$ cat src/lld_map.svh
// Clock rate, currents, reset values and timing figures of the line-loss discharge sequencer.
`ifndef LLD_MAP_SVH
`define LLD_MAP_SVH

// Clock rate in kHz, so that one millisecond is this many cycles.
`define LLD_CLK_KHZ          20000
`define LLD_CLK_CYC_PER_MS   20000

// Times in milliseconds.
`define LLD_STEP_MS          12
`define LLD_LAST_STEP_MS     48
`define LLD_WINDOW_MS        84
`define LLD_DISCHARGE_MS     300
`define LLD_BLANK_MS         700
`define LLD_WAIT_MS          700

// Currents in microamperes.
`define LLD_SHORT_TEST_UA    80
`define LLD_LEVEL0_UA        400
`define LLD_LEVEL1_UA        775
`define LLD_LEVEL2_UA        1200
`define LLD_LEVEL3_UA        1600
`define LLD_DISCHARGE_UA     2000

// Staircase index values and reset values.
`define LLD_LEVEL_FIRST      2'h0
`define LLD_LEVEL_LAST       2'h3
`define LLD_CUR_RST          12'h000

`endif

$ cat src/lld_seq_note_end.sv
// Holds no code; every piece of the sequencer logic lives in lld_seq.sv.

$ cat src/lld_pkg.sv
// Types shared by the line-loss discharge sequencer.
package lld_pkg;

  // Comparator and supply levels arriving from the analog side.
  typedef struct packed {
    logic run;
    logic vdd_rst;
    logic vdd_on;
    logic pin_low;
    logic line_zero_cross_detect;
  } lld_pins_t;

  // Drive demands to the line-sense current sources.
  typedef struct packed {
    logic        short_src;
    logic        test_en;
    logic [1:0]  level;
    logic        discharge_en;
    logic [11:0] current_ua;
  } lld_drive_t;

  // Sequencer states, one-hot.
  typedef enum logic [6:0] {
    LLD_ST_IDLE      = 7'h01,
    LLD_ST_SHORTTEST = 7'h02,
    LLD_ST_DETECT    = 7'h04,
    LLD_ST_WAIT      = 7'h08,
    LLD_ST_DISCHARGE = 7'h10,
    LLD_ST_BLANK     = 7'h20,
    LLD_ST_OFF       = 7'h40
  } lld_state_t;

endpackage : lld_pkg

$ cat src/lld_seq.sv
// Line-sense sequencer: staircase line detection, discharge burst and fault latch.
`timescale 1ns/10ps
`default_nettype none
`include "lld_map.svh"

// How it works
// - A rising crossing of the zero-cross comparator counts as proof that the line is present.
// - With no crossing in the 84 ms window the discharge runs at most 300 ms, then 700 ms of blanking follow.
// - The discharge current is enabled only in the discharge state reached by the loss criteria.
// - The window holds a four-level staircase and each of the first three levels steps up after 12 ms.
// - The fourth level is held 48 ms and its expiry without a crossing starts the discharge.
// - A crossing in the window or the discharge ends it at once and starts a 700 ms wait with no current; crossings in wait or blanking leave the state unchanged.
// - Confirmed loss sets the line-loss latch as the discharge starts; the latch permits the fault latch clear.
// - A set fault latch stops switching and cycles the supply while the sequencer keeps running.
// - Once the supply reaches its start threshold the pins source an 80 uA short test current.
// - A pin below 4 V when run first goes high disables the whole function and its currents.
// - With the function disabled the fault latch clears only after the supply logic reset level.
// - The second staircase level is 775 uA.
module lld_seq #(
  parameter int unsigned STEP_CYC  = `LLD_STEP_MS * `LLD_CLK_CYC_PER_MS,
  parameter int unsigned LAST_CYC  = `LLD_LAST_STEP_MS * `LLD_CLK_CYC_PER_MS,
  parameter int unsigned DIS_CYC   = `LLD_DISCHARGE_MS * `LLD_CLK_CYC_PER_MS,
  parameter int unsigned BLANK_CYC = `LLD_BLANK_MS * `LLD_CLK_CYC_PER_MS,
  parameter int unsigned WAIT_CYC  = `LLD_WAIT_MS * `LLD_CLK_CYC_PER_MS,
  parameter int unsigned LEVEL0_UA = `LLD_LEVEL0_UA,
  parameter int unsigned LEVEL2_UA = `LLD_LEVEL2_UA,
  parameter int unsigned LEVEL3_UA = `LLD_LEVEL3_UA
) (
  // Clock and reset.
  input  wire logic           clock_i,
  input  wire logic           sys_rst_i,
  // Asynchronous comparator and supply levels.
  input  wire lld_pkg::lld_pins_t pins_i,
  // Protection fault request, same clock.
  input  wire logic           fault_set_i,
  // Current source drive.
  output lld_pkg::lld_drive_t drive_o,
  // Status and converter control.
  output logic                line_loss_latch_o,
  output logic                fault_latch_o,
  output logic                switching_en_o,
  output logic                supply_cycle_o,
  output logic                function_off_o,
  output logic [6:0]          state_o
);
  import lld_pkg::*;

  // Counts must be at least one cycle and fit the timer.
  localparam int unsigned MAX_CYC = 32'h3FFF_FFFF;
  generate
    if (STEP_CYC < 1 || LAST_CYC < 1 || DIS_CYC < 1 || BLANK_CYC < 1 || WAIT_CYC < 1 ||
        STEP_CYC > MAX_CYC || LAST_CYC > MAX_CYC || DIS_CYC > MAX_CYC ||
        BLANK_CYC > MAX_CYC || WAIT_CYC > MAX_CYC)
    begin : g_bad_cnt
      $error("lld_seq: every timing count must lie between one cycle and the timer width");
    end
    if (LEVEL0_UA > 4095 || LEVEL2_UA > 4095 || LEVEL3_UA > 4095)
    begin : g_big_ua
      $error("lld_seq: a level current exceeds twelve bits");
    end
  endgenerate
  localparam int unsigned PW = $bits(lld_pins_t);
  lld_pins_t   meta_q;
  lld_pins_t   sync_q;
  lld_state_t  state_q;
  lld_state_t  state_d;
  logic        lzc_prev_q, run_prev_q, vdd_on_prev_q, vdd_rst_prev_q;
  logic        lzc_event, run_first, vdd_rst_event_q, run_seen_q;
  logic        timer_done, loss_q, fault_q, fault_clr;
  logic [1:0]  level_q;
  logic [11:0] level_ua;
  logic [31:0] timer_q;
  logic [31:0] limit;
  // Two-flop synchroniser per bit; the first stage feeds only the second.
  genvar gi;
  generate
    for (gi = 0; gi < PW; gi++)
    begin : g_sync
      always_ff @(posedge clock_i)
      begin
        if (sys_rst_i)
        begin
          meta_q[gi] <= 1'b0;
          sync_q[gi] <= 1'b0;
        end
        else
        begin
          meta_q[gi] <= pins_i[gi];
          sync_q[gi] <= meta_q[gi];
        end
      end
    end
  endgenerate

  // Edge history of the synchronised levels.
  always_ff @(posedge clock_i)
  begin
    if (sys_rst_i)
    begin
      lzc_prev_q    <= 1'b0;
      run_prev_q    <= 1'b0;
      vdd_on_prev_q <= 1'b0;
    end
    else
    begin
      lzc_prev_q    <= sync_q.line_zero_cross_detect;
      run_prev_q    <= sync_q.run;
      vdd_on_prev_q <= sync_q.vdd_on;
    end
  end
  // crossing event.
  // Only the rising crossing counts, so a pin parked above threshold cannot fake repeated detections.
  assign lzc_event = sync_q.line_zero_cross_detect & ~lzc_prev_q;
  // First rise of run since reset; later rises are ignored.
  assign run_first = sync_q.run & ~run_prev_q & ~run_seen_q;
  always_ff @(posedge clock_i)
  begin
    if (sys_rst_i)
    begin
      run_seen_q <= 1'b0;
    end
    else if (run_first)
    begin
      run_seen_q <= 1'b1;
    end
  end
  // Logic reset level of the supply, taken as a one-cycle event on its rising edge.
  always_ff @(posedge clock_i)
  begin
    if (sys_rst_i)
    begin
      vdd_rst_prev_q  <= 1'b0;
      vdd_rst_event_q <= 1'b0;
    end
    else
    begin
      vdd_rst_prev_q  <= sync_q.vdd_rst;
      vdd_rst_event_q <= sync_q.vdd_rst & ~vdd_rst_prev_q;
    end
  end

  // Expiry limit of the running phase; the fourth level uses the longer hold.
  always_comb
  begin
    limit = 32'h0000_0001;
    unique case (state_q)
      LLD_ST_DETECT    : limit = (level_q == `LLD_LEVEL_LAST) ? LAST_CYC : STEP_CYC;
      LLD_ST_WAIT      : limit = WAIT_CYC;
      LLD_ST_DISCHARGE : limit = DIS_CYC;
      LLD_ST_BLANK     : limit = BLANK_CYC;
      LLD_ST_IDLE,
      LLD_ST_SHORTTEST,
      LLD_ST_OFF       : limit = 32'h0000_0001;
    endcase
  end
  assign timer_done = (timer_q >= (limit - 32'h0000_0001));
  // Next state.
  always_comb
  begin
    state_d = state_q;
    unique case (state_q)
      LLD_ST_IDLE :
        if (sync_q.vdd_on && !vdd_on_prev_q)
        begin
          state_d = LLD_ST_SHORTTEST;
        end
      LLD_ST_SHORTTEST :
        if (run_first)
        begin
          state_d = sync_q.pin_low ? LLD_ST_OFF : LLD_ST_DETECT;
        end
      LLD_ST_DETECT :
        if (lzc_event)
        begin
          state_d = LLD_ST_WAIT;
        end
        else if (timer_done && level_q == `LLD_LEVEL_LAST)
        begin
          state_d = LLD_ST_DISCHARGE;
        end
      LLD_ST_DISCHARGE :
        if (lzc_event)
        begin
          state_d = LLD_ST_WAIT;
        end
        else if (timer_done)
        begin
          state_d = LLD_ST_BLANK;
        end
      LLD_ST_WAIT,
      LLD_ST_BLANK :
        if (timer_done)
        begin
          state_d = LLD_ST_DETECT;
        end
      LLD_ST_OFF :
        state_d = LLD_ST_OFF;
    endcase
  end
  // State register.
  always_ff @(posedge clock_i)
  begin
    if (sys_rst_i)
    begin
      state_q <= LLD_ST_IDLE;
    end
    else
    begin
      state_q <= state_d;
    end
  end
  // Phase timer restarts on every state change and on every staircase step.
  always_ff @(posedge clock_i)
  begin
    if (sys_rst_i)
    begin
      timer_q <= 32'h0000_0000;
    end
    else if (state_d != state_q || timer_done)
    begin
      timer_q <= 32'h0000_0000;
    end
    else
    begin
      timer_q <= timer_q + 32'h0000_0001;
    end
  end
  always_ff @(posedge clock_i)
  begin
    if (sys_rst_i)
    begin
      level_q <= `LLD_LEVEL_FIRST;
    end
    else if (state_q != LLD_ST_DETECT)
    begin
      level_q <= `LLD_LEVEL_FIRST;
    end
    else if (!lzc_event && timer_done && level_q != `LLD_LEVEL_LAST)
    begin
      level_q <= level_q + 2'h1;
    end
  end
  // latch set on confirmed loss.
  // Cleared by a later crossing, on the same edge at which it releases the fault latch.
  always_ff @(posedge clock_i)
  begin
    if (sys_rst_i)
    begin
      loss_q <= 1'b0;
    end
    else if (state_q == LLD_ST_DETECT && state_d == LLD_ST_DISCHARGE)
    begin
      loss_q <= 1'b1;
    end
    else if (lzc_event)
    begin
      loss_q <= 1'b0;
    end
  end

  // disabled mode waits for logic reset.
  assign fault_clr = (state_q == LLD_ST_OFF) ? vdd_rst_event_q
                                             : (vdd_rst_event_q | (loss_q & lzc_event));

  always_ff @(posedge clock_i)
  begin
    if (sys_rst_i)
    begin
      fault_q <= 1'b0;
    end
    else if (fault_set_i)
    begin
      fault_q <= 1'b1;
    end
    else if (fault_clr)
    begin
      fault_q <= 1'b0;
    end
  end
  always_comb
  begin
    level_ua = 12'(LEVEL0_UA);
    unique case (level_q)
      2'h0 : level_ua = 12'(LEVEL0_UA);
      2'h1 : level_ua = 12'(`LLD_LEVEL1_UA);
      2'h2 : level_ua = 12'(LEVEL2_UA);
      2'h3 : level_ua = 12'(LEVEL3_UA);
    endcase
  end

  // Registered drive; outputs trail the state by one cycle, far below the analog settling time.
  always_ff @(posedge clock_i)
  begin
    if (sys_rst_i)
    begin
      drive_o <= '0;
    end
    else
    begin
      drive_o.short_src    <= (state_q == LLD_ST_SHORTTEST);
      drive_o.test_en      <= (state_q == LLD_ST_DETECT);
      drive_o.level        <= level_q;
      drive_o.discharge_en <= (state_q == LLD_ST_DISCHARGE);
      unique case (state_q)
        LLD_ST_SHORTTEST : drive_o.current_ua <= 12'(`LLD_SHORT_TEST_UA);
        LLD_ST_DETECT    : drive_o.current_ua <= level_ua;
        LLD_ST_DISCHARGE : drive_o.current_ua <= 12'(`LLD_DISCHARGE_UA);
        LLD_ST_IDLE,
        LLD_ST_WAIT,
        LLD_ST_BLANK,
        LLD_ST_OFF       : drive_o.current_ua <= `LLD_CUR_RST;
      endcase
    end
  end

  // Status outputs straight from registers.
  assign line_loss_latch_o = loss_q;
  assign fault_latch_o     = fault_q;
  assign switching_en_o    = ~fault_q;
  assign supply_cycle_o    = fault_q;
  assign function_off_o    = (state_q == LLD_ST_OFF);
  assign state_o           = state_q;

endmodule : lld_seq
`default_nettype wire

$ cat config.mk
export PLATFORM = sky130hd
export DESIGN_NAME = lld_seq
export DESIGN_NICKNAME = d
export VERILOG_FILES = /design/src/lld_seq_note_end.sv /design/src/lld_pkg.sv /design/src/lld_seq.sv
export VERILOG_INCLUDE_DIRS = /design/src
export SDC_FILE = /design/constraint.sdc
export NUM_CORES = 1
export LEC_CHECK = 0
export ABC_AREA = 1
export BUFFER_PORTS_ARGS = -buffer_cell sky130_fd_sc_hd__buf_4
export CELL_PAD_IN_SITES_DETAIL_PLACEMENT = 1
export CELL_PAD_IN_SITES_GLOBAL_PLACEMENT = 1
export CORE_UTILIZATION = 40
export DETAILED_ROUTE_END_ITERATION = 8
export HOLD_SLACK_MARGIN = 0.12
export PLACE_DENSITY = 0.71
export SLEW_MARGIN = 25
export SYNTH_ARGS = -nofsm -noshare
export SYNTH_HDL_FRONTEND = slang
export SYNTH_SLANG_ARGS = --single-unit
$ cat constraint.sdc
create_clock -name clock_i -period 5.4 [get_ports clock_i]
set_input_delay 1.08 -clock clock_i [delete_from_list [all_inputs] [get_ports clock_i]]
set_output_delay 1.08 -clock clock_i [all_outputs]
set_load 0.01 [all_outputs]
==> summary.md <==
| Metric | Value |
|---|---|
| Status | complete, no violations |
| DRC viols | 0 |
| Critical path class | register to register |
| Power density over cell area | between 200 and 250 nW/um^2 |
| Peak supply drop | 0.146 mV |
| Resized Gates After CTS | 0 |
| CTS Sinks | approximately 70 |
| Worst r2r src | state_o[2] |
| CP Launch Point | state_o[2] |
| First-pass DRT Iterations | 5 |
| Period utilization | 87.8% |
| Final min period | 4740 ps |
| Worst Reg2Reg Path Length in Cells | 27 |
| Longest Clk Path Bufs | 2 |
| Full die area | ~11000 um^2 |
| Critical path arrival | 5020 ps |
| Placed Cells | between 700 and 800 |
| Seq/Total Area, Yosys | between 30% and 40% |
| Slew @ Worst Pin | around 560 ps |
| Worst R2R End | timer_q[0] |
| Slew headroom | between 60% and 70% |
| Antenna cells | 0 |
| Skew final | between 10 and 15 ps |
| Syn Std Cell Area | roughly 4400 um^2 |
| Post-DP HPWL | between 8000 and 9000 um |
| Setup bufs post-CTS | 0 |
| #FFs+latches synth | around 70 |
| # fillers | between 1000 and 1500 |
| Cell Rows | 37 |
| Num CTS Buffers | 9 |
| Critical path fanouts, max | 32 |
| Max-slew violation count | 0 |
| Die W | between 100 and 150 um |
| CTS root buf | clkbuf_8 |
| Routed WL per cell | between 10 and 15 um |
| CP Capture Point | timer_q[0] |
| RePlAce Congestion | about 0.86 |
| Post-synth cell types | 40 |
| Fmax | roughly 210 MHz |
| CTS hold repair buffers | 0 |
| I/O Buffers | 34 |
| Max-Cap Viols | 0 |
| Worst Slack Setup Final | approximately 660 ps |
| DRT antenna net count | 0 |
| Die H | 106 um |
| Largest net degree at the start of global routing | 34 |
| CP Data Required Time | 5670 ps |
| Vias per inst | about 4.9 |
| Synth area leaders | dfxtp_1, ha_1, nand2_1 |
| CP startpoint kind | register |
| Yosys top cell area share | between 30% and 40% |
| Area grow syn2layout | 13.4% |
| Pleak | about 2.1 nW |
| H-Tree Depth | 3 |
| Avg Inst Size Synth | just under 8 um^2 |
| Hold/Removal Path Class | register to register |
| Hold Path Origin | vdd_rst_prev_q |
| Cells after synthesis | between 500 and 600 |
| GRT Overall Usage | 19.9% |
| Total Wirelength | just over 10000 um |
| Core ar. | about 10000 um^2 |
| Ys Warns | 0 |
| Initial Util | 41.7% |
| Setup TNS | 0 ps |
| First-pass GRT wire length | approximately 18000 um |
| RSZ-0062 raised after global routing | false |
| CP Capture Type | register |
| Post-synth top area cell | dfxtp_1 |
| Hold Vio Cnt, Final | 0 |
| Clock Latency Late Sink | 360 ps |
| CTS tree | built |
| Final Setup Violations | 0 |
| Initial detailed-routing violation count | ~100 |
| DP Worst Slack | about 600 ps |
| Share of cells above drive strength 1 | between 10% and 20% |
| Boundary pin count | 37 |
| DR vias | about 3600 |
| Vias in the first global route | between 3000 and 4000 |
| Post-Layout Cell Count | 744 |
| # nets final | roughly 650 |
| Initial antenna violation count | 0 |
| Worst-path clk slew | 90 ps |
| Grt ovf | 0 |
| Reg-to-reg slack, setup | roughly 660 ps |
## report_power, final
part	switching, W	internal [W]
clock	0.000232	0.000266
combinational	0.0000720	0.0000378
sequential	0.00000561	0.000540
## kinds of logic (layout without fill, tap and decap cells)
family                     count (synthesis)  count (layout)  synth area share [%]
adders and majority gates                 40              40                  11.5
AOI/OAI and AO/OA                         44              44                  6.02
and+or+nand+nor                          266             266                  32.5
DFF                                       72              72                  33.0
other                                      2              10                 0.172
buffers and inverters                    109             145                  10.6
xor gates and xnor gates                  31              31                  6.22
## layout by cell type (no fill, tap or decap), drive strengths merged, types with 5 or more instances in the layout
cell | netlist | routed
nand2 | 107 | 107
inv | 93 | 95
dfxtp | 72 | 72
nor2 | 72 | 72
nor3 | 45 | 45
ha | 40 | 40
buf | 12 | 36
a21oi | 24 | 24
nand3 | 20 | 20
xor2 | 18 | 18
nand4 | 13 | 13
xnor2 | 13 | 13
conb | 2 | 10
clkbuf | 4 | 9
o21ai | 7 | 7
nor4 | 5 | 5
## state kept, by name, summed over array words and instances, names as in the netlist
signal	count
state_o	7
vdd_on_prev_q	1
meta_q	5
vdd_rst_prev_q	1
timer_q	32
fault_latch_o	1
vdd_rst_event_q	1
drive_o	13
line_loss_latch_o	1
level_q	2
run_prev_q	1
sync_q	5
run_seen_q	1
lzc_prev_q	1
## metal layers
metal / GRT usage [%] / wire length (um) / vias to the layer above
li1: - / - / 1858
met1: 23.9 / 4740 / 1712
met2: 35.3 / 5020 / 48
met3: 3.43 / 301 / 16
met4: 7.24 / 182 / 0
met5: 0 / 0 / -
## cell usage after synthesis
cell / count
nand4_1: 13
conb_1: 2
xnor2_1: 13
o211ai_1: 3
nand2_2: 2
o31ai_1: 1
a211oi_1: 2
inv_1: 86
and2_1: 1
xor2_1: 18
nand3_1: 16
o21ai_1: 1
nand2_1: 103
nor2_1: 66
a31oi_1: 2
buf_4: 8
dfxtp_1: 72
clkbuf_1: 4
nor3_1: 12
and3_1: 1
buf_2: 1
nor3_2: 33
nor2_4: 3
nor4b_1: 1
o21a_1: 2
a21o_1: 2
o21ai_0: 6
nor4_2: 1
buf_6: 3
ha_1: 40
nor3b_1: 1
o22ai_4: 1
nand3_2: 3
a21oi_1: 24
nor4_1: 2
nor2_2: 3
nand3_4: 1
nand2_4: 2
nor4_4: 2
inv_2: 7
## worst max-delay path, stage by stage, from the launching register on
cell,delay (ps)
dfxtp_1,380
nor2_1,230
inv_2,80
nor4_4,390
nor2_1,120
nand2_1,330
inv_1,190
a21oi_1,300
ha_1,260
xor2_1,230
ha_1,290
nand2_1,70
nand2_1,50
nand2_1,60
nand2_1,50
nand2_1,50
nand2_1,50
nor2_1,80
nand2_1,60
nand2_1,80
nand2_1,100
inv_1,160
nand3_1,130
nand4_1,130
nand2_1,90
nor2_4,110
nand2_4,290
nor3_2,250
## through the flow
stage	hold WS [ps]	utilization, %	power [W]	area [um^2]
finish	394	47.3	0.00115	4950
global route	430	47.3	0.00121	4950
CTS	394	47.3	0.00117	4950
detailed placement	384	45.1	0.000670	4720
global placement	381	45.1	0.000665	4720
floorplan	374	-	0.000644	4390
## how the worst min path moves through the flow
| stage | end | slack (ps) | depth (start not counted) |
|---|---|---|---|
| 6_report | vdd_rst_event_q | 390 | 1 |
| 5_1_grt | vdd_rst_event_q | 430 | 1 |
| 4_1_cts | vdd_rst_event_q | 390 | 1 |
| 3_5_place_dp | vdd_rst_event_q | 380 | 1 |
| 3_3_place_gp | vdd_rst_event_q | 380 | 1 |
| 2_1_floorplan | vdd_rst_event_q | 370 | 1 |
## final cells by class
type | instances | area (um^2) | area share [%]
well taps | 136 | 170 | 3.44
clock inverters | 7 | 104 | 2.10
multi-input cells | 391 | 2490 | 50.3
flip-flops and latches | 72 | 1440 | 29.1
clock buffers | 9 | 124 | 2.50
repair buffers | 36 | 270 | 5.46
inverters | 93 | 349 | 7.05
No activity file was read; power rests on OpenSTA's default activity.
